===== config.mk =====
export PLATFORM = sky130hd
export DESIGN_NAME = fsu_flash_security_unlock
export DESIGN_NICKNAME = d
export VERILOG_FILES = /design/src/inc/fsu_pkg.sv /design/src/fsu_flash_security_unlock.sv
export SDC_FILE = /design/constraint.sdc
export NUM_CORES = 1
export LEC_CHECK = 0
export BUFFER_PORTS_ARGS = -buffer_cell sky130_fd_sc_hd__buf_4
export CORE_MARGIN = 2
export CORE_UTILIZATION = 50
export CTS_CLUSTER_SIZE = 12
export DETAILED_ROUTE_END_ITERATION = 8
export PLACE_DENSITY = 0.73
export SLEW_MARGIN = 0
export SYNTH_ARGS = -nofsm -noshare
export SYNTH_HDL_FRONTEND = slang
export SYNTH_SLANG_ARGS = --single-unit

===== constraint.sdc =====
create_clock -name clk_i -period 2.9 [get_ports clk_i]
set_input_delay 0.145 -clock clk_i [delete_from_list [all_inputs] [get_ports clk_i]]
set_output_delay 0.145 -clock clk_i [all_outputs]
set_load 0.05 [all_outputs]

===== src/inc/fsu_pkg.sv =====
// Purpose: Shared constants and types for the flash security release sequencer.
// Assumes: Word-aligned byte addresses on a classic Wishbone bus with 32-bit data.
// Notes: Every offset, command code and encoding lives here, and every bit position except the protection open bit 0 and the index field bits 2:0.
`default_nettype none
package fsu_pkg;
    // Register byte offsets.
    localparam logic [7:0] REG_STAT = 8'h00;
    localparam logic [7:0] REG_INDEX = 8'h04;
    localparam logic [7:0] REG_OBJ = 8'h08;
    localparam logic [7:0] REG_SEC = 8'h0c;
    localparam logic [7:0] REG_PROT = 8'h10;
    localparam logic [7:0] REG_ISTAT = 8'h14;
    localparam logic [7:0] REG_IMASK = 8'h18;
    // Bit positions in the flash status register.
    localparam int STB_COMMAND_COMPLETE_FLAG = 7;
    localparam int STB_ACCESS_ERROR_FLAG = 5;
    localparam int STB_PROTECTION_VIOLATION_FLAG = 4;
    localparam int STB_VERR = 1;
    localparam int STB_UVERR = 0;
    // Bit positions in the interrupt status and mask registers.
    localparam int IRQ_DONE = 0;
    localparam int IRQ_ACCESS_ERROR_FLAG = 1;
    localparam int IRQ_PROTECTION_VIOLATION_FLAG = 2;
    localparam int IRQ_VERR = 3;
    localparam int IRQ_W = 4;
    // Field positions in the lock config register read-back and security byte.
    localparam int SEC_LOCK_LSB = 0;
    localparam int SEC_BACKDOOR_KEY_ENABLE_LSB = 2;
    localparam int SEC_LOCKOUT = 4;
    localparam int SECB_LOCK_LSB = 0;
    localparam int SECB_BACKDOOR_KEY_ENABLE_LSB = 6;
    // Command codes, carried in the high byte of command object word 0.
    localparam logic [7:0] CMD_UNSECURE = 8'h0b;
    localparam logic [7:0] CMD_KEY = 8'h0c;
    // Command object index required at launch.
    localparam logic [2:0] IDX_UNSECURE = 3'h0;
    localparam logic [2:0] IDX_KEY = 3'h4;
    // Encodings.
    localparam logic [1:0] BACKDOOR_KEY_ENABLE_ON = 2'h2;
    localparam logic [1:0] LOCK_OPEN = 2'h2;
    localparam logic [15:0] KEY_BAD_LO = 16'h0000;
    localparam logic [15:0] KEY_BAD_HI = 16'hffff;
    // Sequencer states.
    typedef enum logic [1:0] {
        S_IDLE = 2'b00,
        S_ERASE = 2'b01,
        S_VERIFY = 2'b10,
        S_KEYCHK = 2'b11
    } fsu_state_e;
endpackage
`default_nettype wire


===== src/fsu_flash_security_unlock.sv =====
// Purpose: Command sequencer that releases flash security by unsecure or by backdoor key.
// Assumes: The flash array engine and mode logic run on clk_i; the security byte is stable after reset.
// Notes: Registers sit on a classic Wishbone slave that answers one cycle after a request.
//
// Added by the designer: the Wishbone register port and the register offsets.
`default_nettype none
// How it works
// - Unsecure command erases all flash, then verifies.
// - Verify pass releases the security lock.
// - Verify fail sets error, keeps lock state.
// - Completion flag sets when unsecure finishes.
// - Index not zero at launch is access error.
// - Unsecure in forbidden mode is access error.
// - Any protected region gives protection violation.
// - Verify errors set error flag; fatal ones also set uncorrectable.
// - Key command runs only when keys enabled.
// - Four matching keys force lock state 10.
// - Keys 0000 and ffff never match.
// - Block 0 reads invalid during key check.
// - Key mismatch locks out key command until reset.
// - Key success leaves security byte untouched.
// - Keys and protection settings stay unchanged.
// - Full erase needs all protection opened first.
module fsu_flash_security_unlock
    import fsu_pkg::*;
#(
    parameter int NUM_KEYS = 4,
    parameter int KEY_W = 16
) (
    input wire logic clk_i,
    input wire logic rst_i,
    input wire logic wb_cyc_i,
    input wire logic wb_stb_i,
    input wire logic wb_we_i,
    input wire logic [7:0] wb_adr_i,
    input wire logic [3:0] wb_sel_i,
    input wire logic [31:0] wb_dat_i,
    output logic [31:0] wb_dat_o,
    output logic wb_ack_o,
    input wire logic mode_unsec_ok_i,
    input wire logic [7:0] sec_byte_i,
    input wire logic [NUM_KEYS*KEY_W-1:0] stored_keys_i,
    output logic erase_req_o,
    input wire logic erase_done_i,
    output logic verify_req_o,
    input wire logic verify_done_i,
    input wire logic verify_err_i,
    input wire logic verify_fatal_i,
    output logic pflash0_busy_o,
    output logic [1:0] lock_state_o,
    output logic irq_o
);
    // Bus side state.
    logic ack_reg; // Registered acknowledge, high for one cycle.
    logic [31:0] rdata_reg; // Registered read data.
    // Flash status flags.
    logic command_complete_flag_reg; // Command complete; low while a command runs.
    logic access_error_flag_reg; // Access error, write one to clear.
    logic protection_violation_flag_reg; // Protection violation, write one to clear.
    logic verr_reg; // Verify error, cleared at next launch.
    logic uverr_reg; // Uncorrectable verify error, cleared at next launch.
    // Command objects and index.
    logic [2:0] index_reg; // Command object index.
    logic [KEY_W-1:0] obj_reg [0:NUM_KEYS]; // Command object words.
    // Security state.
    logic loaded_reg; // Security byte captured since reset.
    logic [1:0] lock_reg; // Protection lock state.
    logic [1:0] backdoor_key_enable_reg; // Backdoor key enable field.
    logic lockout_reg; // Key command barred until reset.
    logic prot_open_reg; // All protection disable and open bits set.
    // Interrupt state.
    logic [IRQ_W-1:0] istat_reg; // Sticky events.
    logic [IRQ_W-1:0] imask_reg; // Event enables.
    logic irq_reg; // Registered interrupt level.
    // Sequencer.
    fsu_state_e state_reg;
    fsu_state_e state_next;
    logic erase_req_reg;
    logic verify_req_reg;
    logic busy_reg;

    // Request decode; a write takes effect only in its ack cycle.
    logic req;
    logic wr;
    logic wr_stat;
    logic clr_acc;
    logic clr_fp;
    logic launch;
    logic [7:0] cmd;
    logic [NUM_KEYS-1:0] key_ok;
    logic keys_match;
    assign req = wb_cyc_i && wb_stb_i;
    assign wr = req && wb_we_i && ack_reg;
    assign wr_stat = wr && wb_adr_i == REG_STAT && wb_sel_i[0];
    assign clr_acc = wr_stat && wb_dat_i[STB_ACCESS_ERROR_FLAG];
    assign clr_fp = wr_stat && wb_dat_i[STB_PROTECTION_VIOLATION_FLAG];
    // A launch is ignored while an access or protection error flag stays pending.
    assign launch = wr_stat && wb_dat_i[STB_COMMAND_COMPLETE_FLAG] && command_complete_flag_reg
        && !(access_error_flag_reg && !clr_acc) && !(protection_violation_flag_reg && !clr_fp);
    assign cmd = obj_reg[0][KEY_W-1:KEY_W-8];

    // Per-key comparison; reserved key values never count as a match.
    genvar gi;
    generate
        for (gi = 0; gi < NUM_KEYS; gi++) begin : g_key
            logic [KEY_W-1:0] stored;
            assign stored = stored_keys_i[gi*KEY_W +: KEY_W];
            assign key_ok[gi] = obj_reg[gi+1] == stored
                && stored != KEY_BAD_LO && stored != KEY_BAD_HI;
        end
    endgenerate
    assign keys_match = &key_ok;

    // Launch checks, decided in one place so flags and state agree.
    logic go_unsec;
    logic go_key;
    logic err_acc;
    logic err_fp;
    always_comb begin
        go_unsec = 1'b0;
        go_key = 1'b0;
        err_acc = 1'b0;
        err_fp = 1'b0;
        if (launch) begin
            if (cmd == CMD_UNSECURE) begin
                if (index_reg != IDX_UNSECURE || !mode_unsec_ok_i) begin
                    err_acc = 1'b1;
                end else if (!prot_open_reg) begin
                    err_fp = 1'b1;
                end else begin
                    go_unsec = 1'b1;
                end
            end else if (cmd == CMD_KEY) begin
                // Lockout holds until reset, so an enabled field alone is not enough.
                if (index_reg != IDX_KEY || backdoor_key_enable_reg != BACKDOOR_KEY_ENABLE_ON || lockout_reg) begin
                    err_acc = 1'b1;
                end else begin
                    go_key = 1'b1;
                end
            end else begin
                err_acc = 1'b1;
            end
        end
    end

    // Next state of the sequencer.
    always_comb begin
        state_next = state_reg;
        case (state_reg)
            S_IDLE: begin
                if (go_unsec) begin
                    state_next = S_ERASE;
                end else if (go_key) begin
                    state_next = S_KEYCHK;
                end
            end
            S_ERASE: begin
                if (erase_done_i) begin
                    state_next = S_VERIFY;
                end
            end
            S_VERIFY: begin
                if (verify_done_i) begin
                    state_next = S_IDLE;
                end
            end
            S_KEYCHK: begin
                state_next = S_IDLE;
            end
            default: begin
                state_next = S_IDLE;
            end
        endcase
    end

    // State and the array handshakes; outputs are flops decoded from the next state.
    always_ff @(posedge clk_i) begin
        if (rst_i) begin
            state_reg <= S_IDLE;
            erase_req_reg <= 1'b0;
            verify_req_reg <= 1'b0;
            busy_reg <= 1'b0;
        end else begin
            state_reg <= state_next;
            erase_req_reg <= state_next == S_ERASE;
            verify_req_reg <= state_next == S_VERIFY;
            busy_reg <= state_next == S_KEYCHK;
        end
    end

    // Status flags; a hardware set wins over a same-cycle software clear.
    logic finish;
    logic verify_fail;
    assign verify_fail = state_reg == S_VERIFY && verify_done_i && (verify_err_i || verify_fatal_i);
    assign finish = (state_reg == S_VERIFY && verify_done_i) || state_reg == S_KEYCHK;
    always_ff @(posedge clk_i) begin
        if (rst_i) begin
            command_complete_flag_reg <= 1'b1;
            access_error_flag_reg <= 1'b0;
            protection_violation_flag_reg <= 1'b0;
            verr_reg <= 1'b0;
            uverr_reg <= 1'b0;
        end else begin
            if (go_unsec || go_key) begin
                command_complete_flag_reg <= 1'b0;
            end else if (finish) begin
                command_complete_flag_reg <= 1'b1;
            end
            access_error_flag_reg <= err_acc || (access_error_flag_reg && !clr_acc);
            protection_violation_flag_reg <= err_fp || (protection_violation_flag_reg && !clr_fp);
            if (go_unsec || go_key) begin
                verr_reg <= 1'b0;
                uverr_reg <= 1'b0;
            end else if (verify_fail) begin
                verr_reg <= 1'b1;
                uverr_reg <= verify_fatal_i;
            end
        end
    end

    // Security state. The byte is sampled after reset and never written back.
    always_ff @(posedge clk_i) begin
        if (rst_i) begin
            loaded_reg <= 1'b0;
            lock_reg <= 2'h0;
            backdoor_key_enable_reg <= 2'h0;
            lockout_reg <= 1'b0;
        end else begin
            if (!loaded_reg) begin
                loaded_reg <= 1'b1;
                lock_reg <= sec_byte_i[SECB_LOCK_LSB +: 2];
                backdoor_key_enable_reg <= sec_byte_i[SECB_BACKDOOR_KEY_ENABLE_LSB +: 2];
            end else if (state_reg == S_VERIFY && verify_done_i && !verify_fail) begin
                lock_reg <= LOCK_OPEN;
            end else if (state_reg == S_KEYCHK && keys_match) begin
                lock_reg <= LOCK_OPEN;
            end
            if (state_reg == S_KEYCHK && !keys_match) begin
                lockout_reg <= 1'b1;
            end
        end
    end

    // Software registers. Keys and protection are never touched by the sequence.
    // Writes while a command runs are the caller's fault and are simply taken.
    always_ff @(posedge clk_i) begin
        if (rst_i) begin
            index_reg <= 3'h0;
            prot_open_reg <= 1'b0;
            imask_reg <= '0;
            for (int i = 0; i <= NUM_KEYS; i++) begin
                obj_reg[i] <= '0;
            end
        end else if (wr && wb_sel_i[0]) begin
            case (wb_adr_i)
                REG_INDEX: index_reg <= wb_dat_i[2:0];
                REG_PROT: prot_open_reg <= wb_dat_i[0];
                REG_IMASK: imask_reg <= wb_dat_i[IRQ_W-1:0];
                REG_OBJ: begin
                    if (int'(index_reg) <= NUM_KEYS && wb_sel_i[1]) begin
                        obj_reg[index_reg] <= wb_dat_i[KEY_W-1:0];
                    end
                end
                default: begin
                end
            endcase
        end
    end

    // Interrupt events, write one to clear, set wins.
    logic [IRQ_W-1:0] ev;
    logic [IRQ_W-1:0] iclr;
    always_comb begin
        ev = '0;
        ev[IRQ_DONE] = finish;
        ev[IRQ_ACCESS_ERROR_FLAG] = err_acc;
        ev[IRQ_PROTECTION_VIOLATION_FLAG] = err_fp;
        ev[IRQ_VERR] = verify_fail;
        iclr = '0;
        if (wr && wb_sel_i[0] && wb_adr_i == REG_ISTAT) begin
            iclr = wb_dat_i[IRQ_W-1:0];
        end
    end
    always_ff @(posedge clk_i) begin
        if (rst_i) begin
            istat_reg <= '0;
            irq_reg <= 1'b0;
        end else begin
            istat_reg <= ev | (istat_reg & ~iclr);
            irq_reg <= |((ev | (istat_reg & ~iclr)) & imask_reg);
        end
    end

    // Bus answer: ack one cycle after a request, dropped the cycle after.
    logic [31:0] rd;
    always_comb begin
        rd = '0;
        case (wb_adr_i)
            REG_STAT: begin
                rd[STB_COMMAND_COMPLETE_FLAG] = command_complete_flag_reg;
                rd[STB_ACCESS_ERROR_FLAG] = access_error_flag_reg;
                rd[STB_PROTECTION_VIOLATION_FLAG] = protection_violation_flag_reg;
                rd[STB_VERR] = verr_reg;
                rd[STB_UVERR] = uverr_reg;
            end
            REG_INDEX: rd[2:0] = index_reg;
            REG_OBJ: begin
                if (int'(index_reg) <= NUM_KEYS) begin
                    rd[KEY_W-1:0] = obj_reg[index_reg];
                end
            end
            REG_SEC: begin
                rd[SEC_LOCK_LSB +: 2] = lock_reg;
                rd[SEC_BACKDOOR_KEY_ENABLE_LSB +: 2] = backdoor_key_enable_reg;
                rd[SEC_LOCKOUT] = lockout_reg;
            end
            REG_PROT: rd[0] = prot_open_reg;
            REG_ISTAT: rd[IRQ_W-1:0] = istat_reg;
            REG_IMASK: rd[IRQ_W-1:0] = imask_reg;
            default: rd = '0;
        endcase
    end
    always_ff @(posedge clk_i) begin
        if (rst_i) begin
            ack_reg <= 1'b0;
            rdata_reg <= '0;
        end else begin
            ack_reg <= req && !ack_reg;
            rdata_reg <= (req && !ack_reg) ? rd : '0;
        end
    end

    assign wb_ack_o = ack_reg;
    assign wb_dat_o = rdata_reg;
    assign erase_req_o = erase_req_reg;
    assign verify_req_o = verify_req_reg;
    assign pflash0_busy_o = busy_reg;
    assign lock_state_o = lock_reg;
    assign irq_o = irq_reg;
endmodule
`default_nettype wire


Word-level counts from Yosys, hierarchy flattened
Memories as Yosys holds them, arrays and structs flattened. A register that Yosys moved wholly into a read port is not among the register bits.
Cells that the tools add are included.
- output and inout port bits: 39
- memories kept: 1
- bits in latches: 0
- bits of input ports: 126
- ROM bits: 0
- bits in registers: 62
- word-level logic and storage cells: 168
- memory bits (writable): 80
- memory list (name ; words ; width ; rd ports ; clocked after Yosys merged registers in ; write ports ; RTL line ; text):
    obj_reg ; 5 ; 16 ; 6 ; 1 ; 5 ; fsu_flash_security_unlock.sv:64 ; logic [KEY_W-1:0] obj_reg [0:NUM_KEYS];
- bitwise logic cells: 7
- magnitude comparators: 1
- reduce and logical (&&, ||, !) cells: 63
- mux-type cells: 49
- $mul: 0
- eq/ne operators: 25
- shift operators: 0
- add/sub/neg operators: 0
- divide/modulo/power cells: 0
- operators by type and width (operator ; count):
    == test 16 bit ; 4
    inequality test 16 bit (second input constant) ; 4
    nonzero test 16 bit ; 4
    == test 8 x 4 -> 1 bit (second input constant) ; 4
    logical AND 1 bit ; 30
    2-to-1 mux 1 bit ; 28
    == test 8 x 5 -> 1 bit (second input constant) ; 3
    2-to-1 mux 16 bit ; 1
    OR reduction 16 bit ; 1
    2-to-1 mux 2 bit ; 7
    2-to-1 mux 3 bit ; 3
    bitwise AND 4 bit ; 2
    == test 2 bit (second input constant) ; 4
    == test 8 x 3 -> 1 bit (second input constant) ; 1
    logical NOT 1 bit ; 8
    logical NOT 8 bit ; 1
    logical OR 1 bit ; 8
    2-to-1 mux 8 bit ; 1
    case mux 2 bit (4 select lines) ; 1
    OR reduction 4 bit ; 2
    case mux 1 bit (7 select lines) ; 1
    case mux 1 bit (6 select lines) ; 1
    AND reduction 2 bit ; 3
    case mux 1 bit (5 select lines) ; 1
    17 further kinds ; 22

Logic depth before layout (Yosys ltp)
Gate-level depths: netlist of run 1.
- word-level depth: 16
- depth in mapped cells: 8
- mapped depth without buffers: 6

Worst setup path before layout of run 1
No wires, ideal clock.
- path kind: reg2reg
- from: reg ack_reg, in the netlist wb_ack_o
- to: mem obj_reg[0][0] (enable)
- library setup time: 372 ps
- required time: 2528 ps
- stages on the path, launching flop included: 8
- data arrival time: 2114 ps
- setup slack: 414 ps
- clock period less this slack: 2486 ps
- buffers on the path: 2
- cells stage by stage: dfxtp_1 -> and3_1 -> nand3_1 -> nor4_4 -> buf_4 -> clkbuf_1 -> nand2_1 -> nand2_1
- RTL lines (element ; RTL line ; text):
    start, declared ; fsu_flash_security_unlock.sv:54 ; logic ack_reg;
    start signal, assigned ; fsu_flash_security_unlock.sv:328 ; ack_reg <= req && !ack_reg;
    end, declared ; fsu_flash_security_unlock.sv:64 ;

==> run_summary.xml, run 1 <==
<?xml version="1.0" encoding="UTF-8"?>
<metrics>
  <group name="outcome">
    <metric name="status" unit="">finished clean</metric>
  </group>
  <group name="min_path">
    <metric name="whs_endpoint" unit="">loaded_reg</metric>
    <metric name="hold_path.startpoint" unit="">rst_i</metric>
    <metric name="class_of_the_tightest_hold_or_removal_check" unit="">in -&gt; reg</metric>
    <metric name="hold_depth" unit="">2</metric>
  </group>
  <group name="floorplanning">
    <metric name="fp.coreArea" unit="sq mm">0.0166</metric>
    <metric name="chipHeight" unit="um">134</metric>
    <metric name="row_count" unit="">47</metric>
    <metric name="dieWidth" unit="um">134</metric>
    <metric name="effective_utilization_at_floorplan" unit="%">51.3</metric>
    <metric name="die_area" unit="sq mm">0.0181</metric>
    <metric name="design.portCount" unit="">165</metric>
  </group>
  <group name="layout">
    <metric name="drive_above_1_share" unit="%">25.7</metric>
    <metric name="final_nets" unit="">988</metric>
    <metric name="num-fill-cells" unit="">1317</metric>
    <metric name="areaGrowthSynthToFinish" unit="%">25.3</metric>
    <metric name="antenna_cells" unit="">0</metric>
    <metric name="largest_register_ff_count" unit="">128</metric>
    <metric name="utilization_after_layout" unit="%">64.3</metric>
  </group>
  <group name="yosys">
    <metric name="synth_largest_type_area_fraction" unit="%">45.2</metric>
    <metric name="yosys-top-cells-count" unit="">128 x edfxtp_1, 67 x and2_1, 64 x xnor2_1</metric>
    <metric name="post_synth_num_cell_types" unit="">53</metric>
    <metric name="postSynthAreaPerCell" unit="sq um">12.9</metric>
    <metric name="synthesis.yosys.warnings" unit="">0</metric>
    <metric name="yosysMostFrequentCell" unit="">edfxtp_1</metric>
    <metric name="ys_top_cells_by_area" unit="">edfxtp_1 45%, dfxtp_1 12%, mux4_2 8.5%</metric>
    <metric name="number_of_enable_flip_flop_cells_after_synthesis" unit="">128</metric>
    <metric name="synth.largest_area_cell" unit="">edfxtp_1</metric>
    <metric name="mappedNetlistArea" unit="sq mm">0.00851</metric>
    <metric name="seq_area_frac_synth" unit="%">56.7</metric>
    <metric name="synthesis.instances" unit="">659</metric>
    <metric name="async_reset_ff_share" unit="%">0</metric>
    <metric name="synth_ff_type" unit="">edfxtp_1</metric>
    <metric name="synth_seq_cells" unit="">177</metric>
  </group>
  <group name="setup_path">
    <metric name="ff2ff_setup_slack" unit="ps">470</metric>
    <metric name="r2r.worst_path.cells" unit="">6</metric>
    <metric name="cp_data_required_time" unit="ps">2960</metric>
    <metric name="crit_fanout" unit="">16</metric>
    <metric name="timing.critical_path.from_type" unit="">flop</metric>
    <metric name="path_class" unit="">reg -&gt; reg</metric>
    <metric name="r2r-end" unit="">obj_reg[1][10]</metric>
    <metric name="timing.critical_path.to_type" unit="">flop</metric>
    <metric name="crit_arrival" unit="ps">2500</metric>
    <metric name="worstReg2RegStart" unit="">index_reg[1]</metric>
  </group>
  <group name="pwr">
    <metric name="power.density" unit="mW/mm^2">539</metric>
    <metric name="p_leak" unit="nW">3.95</metric>
    <metric name="design_power_total" unit="W">0.00575</metric>
    <metric name="p_int" unit="W">0.00437</metric>
    <metric name="power.switching" unit="W">0.00137</metric>
    <metric name="comb_power_share" unit="%">8.4</metric>
    <metric name="swShare" unit="%">23.9</metric>
    <metric name="worst_ir_drop_vdd" unit="mV">0.486</metric>
    <metric name="seqPwrFrac" unit="%">49.9</metric>
    <metric name="pwr-share-clk" unit="%">41.7</metric>
  </group>
  <group name="clocking">
    <metric name="postCtsHoldBufs" unit="">17</metric>
    <metric name="cts_tree" unit="">yes</metric>
    <metric name="number_of_resized_instances_in_the_post_cts_repair_step" unit="">0</metric>
    <metric name="clock_tree.buffer_depth" unit="">2</metric>
    <metric name="clk_latency" unit="ps">430</metric>
    <metric name="ctsRootBufferMaster" unit="">clkbuf_16</metric>
    <metric name="cts_setup_buffers" unit="">0</metric>
    <metric name="cts.htree.levels" unit="">4</metric>
    <metric name="tritoncts_num_sinks" unit="">177</metric>
    <metric name="cts_buffers" unit="">17</metric>
    <metric name="clkSlewWorstSetupHoldPaths" unit="ps">70</metric>
  </group>
  <group name="global_routing">
    <metric name="grt_start_max_net_pins" unit="">33</metric>
    <metric name="grt_pass1_wl" unit="um">37600</metric>
    <metric name="vias_in_the_first_global_route" unit="">6391</metric>
    <metric name="overflow" unit="">0</metric>
    <metric name="grt_util_all_layers" unit="%">28.8</metric>
    <metric name="antenna_found_initial" unit="">0</metric>
  </group>
  <group name="detailed_routing">
    <metric name="detailedRoute.firstPassIterationCount" unit="">5</metric>
    <metric name="drt_drc_violations_left" unit="">0</metric>
    <metric name="drt_iter0_markers" unit="">560</metric>
    <metric name="drtAntennaViolNets" unit="">0</metric>
    <metric name="routed_via_density" unit="">5.81</metric>
    <metric name="vias" unit="">6357</metric>
    <metric name="postRouteWirelength" unit="um">25400</metric>
    <metric name="drt-wirelength-per-cell" unit="um">23.2</metric>
  </group>
  <group name="sta">
    <metric name="setup_violations" unit="">0</metric>
    <metric name="finalSetupTns" unit="ps">0</metric>
    <metric name="finalCritPeriodShare" unit="%">84.0</metric>
    <metric name="max_slew_margin" unit="%">50.5</metric>
    <metric name="fmaxAchievable" unit="GHz">0.411</metric>
    <metric name="finalClockSkew" unit="ps">9.02</metric>
    <metric name="clock_period_minus_worst_slack" unit="ps">2430</metric>
    <metric name="tightestPinTransition" unit="ps">741</metric>
    <metric name="final-max-slew-violation-count" unit="">0</metric>
    <metric name="grt_setup_unrepaired" unit="">false</metric>
    <metric name="hold_viol_final" unit="">0</metric>
  </group>
  <group name="placement">
    <metric name="numPortBuffers" unit="">126</metric>
    <metric name="post-dp-hpwl" unit="um">19000</metric>
    <metric name="placer_congestion" unit="">0.943</metric>
  </group>
  <group name="run">
    <metric name="max_cap_viol_count" unit="">0</metric>
  </group>
</metrics>
-- kinds of logic (layout without fill, tap and decap cells) --
logic type,count (synthesis),in the layout,share of synthesized area (%)
DFF,177,177,56.7
buffers and inverters,50,203,3.20
muxes,52,52,10.9
xor gates and xnor gates,64,64,6.59
AOI/OAI and AO/OA,50,50,3.97
and+or+nand+nor,265,265,18.6
other,1,64,0.0441
-- power by group through the flow --
stage / Clock [W] / Combinational [W] / Sequential, W
floorplan: 0 / 0.000224 / 0.00290
global placement: 0 / 0.000453 / 0.00291
detailed placement: 0 / 0.000458 / 0.00292
CTS: 0.00241 / 0.000479 / 0.00286
global route: 0.00252 / 0.000515 / 0.00287
finish: 0.00239 / 0.000485 / 0.00287
-- per-layer routing --
metal  vias to the layer above  share of wire, %  global-route usage, %
met4                         0               2.7                   9.65
met3                        42               7.2                   6.01
met1                      3176                41                   38.6
li1                       2832                 -                      -
met2                       307                49                   47.2
met5                         -                 0                      0
-- worst max path at each step --
stage	startpoint	end	slack (ps)	cells after the start
after CTS	obj_reg[2][0]	lock_state_o[0]	500	6
final	index_reg[1]	obj_reg[1][10]	470	6
after global placement	wb_adr_i[1]	obj_reg[1][13]	350	7
after detailed placement	wb_adr_i[1]	obj_reg[1][12]	270	7
after floorplan	wb_ack_o	obj_reg[0][0]	410	7
after global routing	index_reg[1]	obj_reg[1][14]	350	6
-- critical path: stages, from the launching register on --
cell and delay (ps):
dfxtp_1 400, o21a_1 250, nor2_4 170, nand2_4 110, nor4_4 440, and3b_4 250, or2_2 440
-- placed cells by master, fill, tap and decap left out, types with 3 or more instances in the layout --
master         instances
mux2_2                 4
nand3_1               13
clkinvlp_4             3
a31oi_1                5
o21a_1                 6
edfxtp_1             128
a21oi_1               14
a22o_1                 4
dfxtp_1               48
mux2i_1               16
nand4b_1               3
dlygate4sd3_1         17
and2_1                67
nand2_1               26
conb_1                64
nor2_1                33
a22oi_1                7
nand4_1               36
o21ai_0                5
and3_1                18
inv_1                 10
buf_4                144
or2_2                  4
nor4b_1                3
xnor2_1               64
nor4_1                26
mux4_2                32
nor3_1                14
inv_8                  4
nor4_4                 3
clkbuf_16             17
-- stage by stage --
| step | hold slack [ps] | instance area [sq um] | std cells | worst slack (ps) |
|---|---|---|---|---|
| 6_report | 5.30 | 10700 | 1095 | 465 |
| 3_3_place_gp | 381 | 9870 | 1046 | 351 |
| 2_1_floorplan | 244 | 8750 | 722 | 414 |
| 4_1_cts | 2.18 | 10700 | 1095 | 504 |
| 5_1_grt | 7.32 | 10700 | 1095 | 345 |
| 3_5_place_dp | 386 | 9870 | 1046 | 274 |
-- layout make-up --
| class | instances | area, sq um | area share [%] |
|---|---|---|---|
| Clock buffer | 19 | 453 | 4.25 |
| Inverter | 10 | 37.5 | 0.352 |
| Sequential cell | 177 | 4830 | 45.3 |
| Tap cell | 220 | 275 | 2.58 |
| Clock inverter | 13 | 170 | 1.60 |
| Multi-Input combinational cell | 495 | 3650 | 34.2 |
| Timing Repair Buffer | 161 | 1250 | 11.7 |
Note: power is estimated with default switching activity, not from simulation.
==> run 2, diff against run 1 <==
--- a/config.mk
+++ b/config.mk
@@ -10,7 +10,7 @@
 export CORE_UTILIZATION = 50
 export CTS_CLUSTER_SIZE = 12
 export DETAILED_ROUTE_END_ITERATION = 8
-export PLACE_DENSITY = 0.73
+export PLACE_DENSITY = 0.76
 export SLEW_MARGIN = 0
 export SYNTH_ARGS = -nofsm -noshare
 export SYNTH_HDL_FRONTEND = slang
==> constraint.sdc (replaced) <==
create_clock -name clk_i -period 2.2 [get_ports clk_i]
set_input_delay 0.11 -clock clk_i [delete_from_list [all_inputs] [get_ports clk_i]]
set_output_delay 0.11 -clock clk_i [all_outputs]
set_load 0.05 [all_outputs]
==> run_summary.xml, run 2 (synthesized netlist as in run 1, its figures left out) <==
<?xml version="1.0" encoding="UTF-8"?>
<metrics>
  <group name="setup_path">
    <metric name="r2r.worst_path.cells" unit="">7</metric>
    <metric name="path_class" unit="">reg -&gt; reg</metric>
    <metric name="timing.critical_path.to_type" unit="">flop</metric>
    <metric name="worstReg2RegStart" unit="">obj_reg[4][15]</metric>
    <metric name="r2r-end" unit="">lock_state_o[0]</metric>
    <metric name="cp_data_required_time" unit="ps">2530</metric>
    <metric name="ff2ff_setup_slack" unit="ps">-70</metric>
    <metric name="crit_fanout" unit="">2</metric>
    <metric name="crit_arrival" unit="ps">2600</metric>
    <metric name="timing.critical_path.from_type" unit="">flop</metric>
  </group>
  <group name="floorplanning">
    <metric name="chipHeight" unit="um">134</metric>
    <metric name="die_area" unit="sq mm">0.0181</metric>
    <metric name="fp.coreArea" unit="sq mm">0.0166</metric>
    <metric name="dieWidth" unit="um">134</metric>
    <metric name="design.portCount" unit="">165</metric>
    <metric name="effective_utilization_at_floorplan" unit="%">51.3</metric>
    <metric name="row_count" unit="">47</metric>
  </group>
  <group name="layout">
    <metric name="final_common_cell" unit="">buf_4</metric>
    <metric name="drive_above_1_share" unit="%">28.4</metric>
    <metric name="final_non_filler_cell_total" unit="">1124</metric>
    <metric name="num-fill-cells" unit="">1283</metric>
    <metric name="layout.cells.most_common_list" unit="">165 x buf_4, 128 x edfxtp_1, 67 x and2_1, 64 x xnor2_1, 64 x conb_1</metric>
    <metric name="largest_register_ff_count" unit="">128</metric>
    <metric name="final_nets" unit="">1017</metric>
    <metric name="areaGrowthSynthToFinish" unit="%">28.9</metric>
    <metric name="antenna_cells" unit="">0</metric>
    <metric name="finalInstanceArea" unit="sq mm">0.0110</metric>
  </group>
  <group name="pwr">
    <metric name="p_leak" unit="nW">4.12</metric>
    <metric name="seqPwrFrac" unit="%">50.2</metric>
    <metric name="worst_ir_drop_vdd" unit="mV">0.600</metric>
    <metric name="pwr-share-clk" unit="%">40.8</metric>
    <metric name="comb_power_share" unit="%">9.0</metric>
    <metric name="power.density" unit="mW/mm^2">685</metric>
    <metric name="p_int" unit="W">0.00571</metric>
    <metric name="swShare" unit="%">24.0</metric>
    <metric name="power.switching" unit="W">0.00181</metric>
  </group>
  <group name="clocking">
    <metric name="clkSlewWorstSetupHoldPaths" unit="ps">70</metric>
    <metric name="clk_latency" unit="ps">430</metric>
    <metric name="tritoncts_num_sinks" unit="">177</metric>
    <metric name="clock_tree.buffer_depth" unit="">2</metric>
    <metric name="ctsRootBufferMaster" unit="">clkbuf_16</metric>
    <metric name="cts_tree" unit="">yes</metric>
    <metric name="cts.htree.levels" unit="">4</metric>
    <metric name="cts_buffers" unit="">17</metric>
  </group>
  <group name="sta">
    <metric name="setup_violations" unit="">2</metric>
    <metric name="layout_setup_ws" unit="ps">-70.3</metric>
    <metric name="clock_period_minus_worst_slack" unit="ps">2270</metric>
    <metric name="max_slew_margin" unit="%">58.7</metric>
    <metric name="fmaxAchievable" unit="GHz">0.440</metric>
    <metric name="fin_hold_ws" unit="ps">15.3</metric>
    <metric name="finalCritPeriodShare" unit="%">103</metric>
    <metric name="finalSetupTns" unit="ps">-107</metric>
    <metric name="tightestPinTransition" unit="ps">614</metric>
    <metric name="grt_setup_unrepaired" unit="">true</metric>
    <metric name="final-max-slew-violation-count" unit="">0</metric>
    <metric name="finalClockSkew" unit="ps">9.80</metric>
    <metric name="hold_viol_final" unit="">0</metric>
  </group>
  <group name="placement">
    <metric name="placed_cells" unit="">1070</metric>
    <metric name="post-dp-hpwl" unit="um">19500</metric>
    <metric name="placed_area" unit="sq mm">0.0101</metric>
    <metric name="numPortBuffers" unit="">126</metric>
    <metric name="placer_congestion" unit="">0.984</metric>
  </group>
  <group name="detailed_routing">
    <metric name="met3_wirelength" unit="um">1890</metric>
    <metric name="routed_via_density" unit="">5.79</metric>
    <metric name="vias" unit="">6508</metric>
    <metric name="detail_route.wirelength.met1" unit="um">10500</metric>
    <metric name="detailedRoute.firstPassIterationCount" unit="">5</metric>
    <metric name="drtAntennaViolNets" unit="">0</metric>
    <metric name="wl_met2" unit="um">12800</metric>
    <metric name="drt-wirelength-per-cell" unit="um">22.9</metric>
    <metric name="drt_drc_violations_left" unit="">0</metric>
    <metric name="drt_iter0_markers" unit="">654</metric>
    <metric name="postRouteWirelength" unit="um">25700</metric>
    <metric name="routed.top_layer" unit="">met4</metric>
  </group>
  <group name="outcome">
    <metric name="violations_in_the_final_reports" unit="">setup timing</metric>
    <metric name="status" unit="">finished with violations</metric>
  </group>
  <group name="global_routing">
    <metric name="grt_start_max_net_pins" unit="">33</metric>
    <metric name="grt_pass1_wl" unit="um">38100</metric>
    <metric name="antenna_found_initial" unit="">0</metric>
    <metric name="overflow" unit="">0</metric>
    <metric name="grt_util_all_layers" unit="%">29.2</metric>
    <metric name="vias_in_the_first_global_route" unit="">6443</metric>
  </group>
  <group name="min_path">
    <metric name="hold_depth" unit="">3</metric>
    <metric name="hold_path.startpoint" unit="">verify_fatal_i</metric>
    <metric name="class_of_the_tightest_hold_or_removal_check" unit="">in -&gt; reg</metric>
    <metric name="whs_endpoint" unit="">uverr_reg</metric>
  </group>
  <group name="run">
    <metric name="max_cap_viol_count" unit="">0</metric>
  </group>
</metrics>
run 2: changes by cell type in the layout (fill, tap and decap cells not counted), moves of 3 or more:
cell	change
buf_4	+21
buf_12	+4
dlygate4sd3_1	+4
nor4_1	-3
nor4_2	+3
run 2: area by class of cell:
class / instances / area (sq um) / share of cell area, %
clock buffers: 17 / 425 / 3.88
clock inverters: 15 / 178 / 1.62
inverters: 10 / 37.5 / 0.342
multi-input cells: 495 / 3700 / 33.7
flip-flops and latches: 177 / 4830 / 44.0
well taps: 220 / 275 / 2.51
repair buffers: 190 / 1530 / 13.9
run 2: timing repair:
| action | in CTS | in global routing |
|---|---|---|
| buffers inserted | 0 | 1 |
| gates cloned | 0 | 0 |
| hold buffers | 21 | 0 |
| endpoints found under the hold margin | 54 | 0 |
| setup endpoints to repair | 2 | 3 |
| gates resized for setup | 2 | 5 |
run 2: worst max-delay path by stage:
| stage | startpoint | end | slack, ps | cells after the start |
|---|---|---|---|---|
| after CTS | obj_reg[3][15] | lock_state_o[0] | 10 | 7 |
| after detailed placement | wb_adr_i[1] | obj_reg[2][10] | -70 | 7 |
| after floorplan | wb_adr_i[1] | obj_reg[0][0] | 20 | 8 |
| after global routing | obj_reg[4][7] | lock_state_o[0] | -100 | 8 |
| after global placement | wb_adr_i[1] | obj_reg[2][13] | -50 | 7 |
| final | obj_reg[4][15] | lock_state_o[0] | -70 | 7 |
run 2: stage by stage:
step / setup slack, ps / power, W / utilization, %
floorplan: 18.7 / 0.00412 / -
global placement: -51.6 / 0.00447 / 61.0
detailed placement: -67.9 / 0.00448 / 61.0
CTS: 9.53 / 0.00753 / 65.9
global route: -95.3 / 0.00772 / 66.2
finish: -70.3 / 0.00752 / 66.2
run 2: power by group through the flow:
| stage | sequential, W | clock, W | combinational, W |
|---|---|---|---|
| after floorplan | 0.00382 | 0 | 0.000298 |
| after global placement | 0.00384 | 0 | 0.000626 |
| after detailed placement | 0.00385 | 0 | 0.000631 |
| after CTS | 0.00378 | 0.00309 | 0.000664 |
| after global routing | 0.00378 | 0.00322 | 0.000717 |
| final | 0.00378 | 0.00307 | 0.000678 |
run 2: layer usage:
layer / global-route usage [%] / up-vias
li1: - / 2890
met1: 40.4 / 3247
met2: 47.7 / 332
met3: 4.47 / 39
met4: 9.77 / 0
met5: 0 / -
run 2: critical path: stages, from the launching register on:
cell      delay, ps
edfxtp_1        410
xnor2_1         270
nand4_1         150
nor4_1          380
nand4_1         170
buf_4           190
or3_4           380
a32o_1          220
==> run 3, diff against run 2 <==
--- a/config.mk
+++ b/config.mk
@@ -11,6 +11,7 @@
 export CTS_CLUSTER_SIZE = 12
 export DETAILED_ROUTE_END_ITERATION = 8
 export PLACE_DENSITY = 0.76
+export RECOVER_POWER = 100
 export SLEW_MARGIN = 0
 export SYNTH_ARGS = -nofsm -noshare
 export SYNTH_HDL_FRONTEND = slang
==> run_summary.xml, run 3 (synthesized netlist as in run 1, its figures left out) <==
<?xml version="1.0" encoding="UTF-8"?>
<metrics>
  <group name="clocking">
    <metric name="tritoncts_num_sinks" unit="">177</metric>
    <metric name="clk_latency" unit="ps">440</metric>
    <metric name="cts_buffers" unit="">17</metric>
    <metric name="cts_tree" unit="">yes</metric>
    <metric name="clkSlewWorstSetupHoldPaths" unit="ps">70</metric>
    <metric name="cts.htree.levels" unit="">4</metric>
    <metric name="ctsRootBufferMaster" unit="">clkbuf_16</metric>
    <metric name="clock_tree.buffer_depth" unit="">2</metric>
  </group>
  <group name="outcome">
    <metric name="violations_in_the_final_reports" unit="">setup timing</metric>
    <metric name="status" unit="">finished with violations</metric>
  </group>
  <group name="layout">
    <metric name="final_common_cell" unit="">edfxtp_1</metric>
    <metric name="final_nets" unit="">1017</metric>
    <metric name="drive_above_1_share" unit="%">23.2</metric>
    <metric name="layout.cells.most_common_list" unit="">128 x edfxtp_1, 120 x buf_4, 67 x and2_1, 64 x xnor2_1, 64 x conb_1</metric>
    <metric name="antenna_cells" unit="">0</metric>
    <metric name="areaGrowthSynthToFinish" unit="%">26.6</metric>
    <metric name="num-fill-cells" unit="">1334</metric>
    <metric name="largest_register_ff_count" unit="">128</metric>
  </group>
  <group name="min_path">
    <metric name="class_of_the_tightest_hold_or_removal_check" unit="">in -&gt; reg</metric>
  </group>
  <group name="placement">
    <metric name="placer_congestion" unit="">0.984</metric>
    <metric name="pre_cts_ws" unit="ps">-67.9</metric>
    <metric name="post-dp-hpwl" unit="um">19500</metric>
    <metric name="numPortBuffers" unit="">126</metric>
  </group>
  <group name="floorplanning">
    <metric name="chipHeight" unit="um">134</metric>
    <metric name="fp.coreArea" unit="sq mm">0.0166</metric>
    <metric name="row_count" unit="">47</metric>
    <metric name="die_area" unit="sq mm">0.0181</metric>
    <metric name="effective_utilization_at_floorplan" unit="%">51.3</metric>
    <metric name="dieWidth" unit="um">134</metric>
    <metric name="design.portCount" unit="">165</metric>
  </group>
  <group name="sta">
    <metric name="finalCritPeriodShare" unit="%">103</metric>
    <metric name="tightestPinTransition" unit="ps">692</metric>
    <metric name="layout_setup_ws" unit="ps">-67.2</metric>
    <metric name="hold_viol_final" unit="">0</metric>
    <metric name="setup_violations" unit="">2</metric>
    <metric name="grt_setup_unrepaired" unit="">true</metric>
    <metric name="final-max-slew-violation-count" unit="">0</metric>
    <metric name="max_slew_margin" unit="%">53.4</metric>
    <metric name="fmaxAchievable" unit="GHz">0.441</metric>
    <metric name="fin_hold_ws" unit="ps">13.5</metric>
    <metric name="finalSetupTns" unit="ps">-110</metric>
    <metric name="finalClockSkew" unit="ps">11.8</metric>
    <metric name="clock_period_minus_worst_slack" unit="ps">2270</metric>
  </group>
  <group name="setup_path">
    <metric name="timing.critical_path.from_type" unit="">flop</metric>
    <metric name="crit_fanout" unit="">2</metric>
    <metric name="timing.critical_path.to_type" unit="">flop</metric>
    <metric name="path_class" unit="">reg -&gt; reg</metric>
    <metric name="crit_arrival" unit="ps">2590</metric>
    <metric name="critical-path-top-delay-family" unit="">simple AND/OR/NAND/NOR gates</metric>
    <metric name="cp_most_frequent_cell" unit="">nand4_1</metric>
    <metric name="crit_chain" unit="">xnor2_1, nand4_1, nor4_1, nand4_1, buf_4, or3_4, a32o_1</metric>
    <metric name="timing.critical_path.buf_inv" unit="">1</metric>
    <metric name="ff2ff_setup_slack" unit="ps">-70</metric>
    <metric name="cp_data_required_time" unit="ps">2520</metric>
    <metric name="worst_path_max_delay_cell" unit="">edfxtp_1</metric>
    <metric name="timing.critical_path.slowest_cell_delay" unit="ps">450</metric>
  </group>
  <group name="run">
    <metric name="max_cap_viol_count" unit="">0</metric>
  </group>
  <group name="detailed_routing">
    <metric name="drt_iter0_markers" unit="">646</metric>
    <metric name="routed_via_density" unit="">5.79</metric>
    <metric name="drt_drc_violations_left" unit="">0</metric>
    <metric name="postRouteWirelength" unit="um">25600</metric>
    <metric name="vias" unit="">6504</metric>
    <metric name="drt-wirelength-per-cell" unit="um">22.8</metric>
    <metric name="drtAntennaViolNets" unit="">0</metric>
    <metric name="detailedRoute.firstPassIterationCount" unit="">5</metric>
  </group>
  <group name="global_routing">
    <metric name="antenna_found_initial" unit="">0</metric>
    <metric name="vias_in_the_first_global_route" unit="">6443</metric>
    <metric name="overflow" unit="">0</metric>
    <metric name="grt_util_all_layers" unit="%">29.2</metric>
    <metric name="grt_start_max_net_pins" unit="">33</metric>
    <metric name="grt_pass1_wl" unit="um">38100</metric>
  </group>
  <group name="pwr">
    <metric name="p_leak" unit="nW">3.93</metric>
    <metric name="power.density" unit="mW/mm^2">696</metric>
    <metric name="design_power_total" unit="W">0.00750</metric>
    <metric name="worst_ir_drop_vdd" unit="mV">0.600</metric>
  </group>
</metrics>
==> run 3: where the power goes <==
group | switching, W | internal [W] | leakage (nW)
clock | 0.00135 | 0.00171 | 0.290
combinational | 0.000375 | 0.000284 | 1.95
sequential | 0.0000718 | 0.00370 | 1.69
==> run 3: routing by layer <==
layer | vias to the layer above | wire, um | GRT usage [%]
li1 | 2889 | - | -
met1 | 3242 | 10400 | 40.4
met2 | 330 | 12600 | 47.7
met3 | 43 | 2000 | 4.47
met4 | 0 | 554 | 9.77
met5 | - | 0 | 0
==> run 3: final cells by class <==
class	instances	area [sq um]	share of cell area (%)
Sequential cell	177	4820	44.8
Multi-Input combinational cell	495	3680	34.1
Timing Repair Buffer	190	1360	12.6
Clock buffer	17	425	3.95
Tap cell	220	275	2.55
Clock inverter	15	178	1.65
Inverter	10	37.5	0.348
==> run 3: worst min-delay path, cell delays in order <==
cell,delay [ps]
buf_4,100
a22oi_1,70
nor3_1,120
==> run 3: worst paths after layout <==
check / start / end / depth (start not counted)
max: obj_reg[1][3] / lock_state_o[0] / 7
min reg2reg: imask_reg[0] / imask_reg[0] / 2
max reg2reg: obj_reg[1][3] / lock_state_o[0] / 7
min: verify_fatal_i / uverr_reg / 3
==> run 3: what timing repair did <==
| item | 4_1_cts | 5_1_grt |
|---|---|---|
| endpoints found under the setup margin | 2 | 3 |
| resized for setup | 2 | 5 |
| buffers inserted | 0 | 1 |
| hold endpoints to repair | 54 | 0 |
| hold buffers | 21 | 0 |
==> run 3: through the flow <==
stage	cell area, sq um	instances	utilization, %
floorplan	8760	722	-
global placement	10100	1070	61.0
detailed placement	10100	1070	61.0
CTS	10900	1123	65.9
global route	10800	1124	65.0
finish	10800	1124	65.0
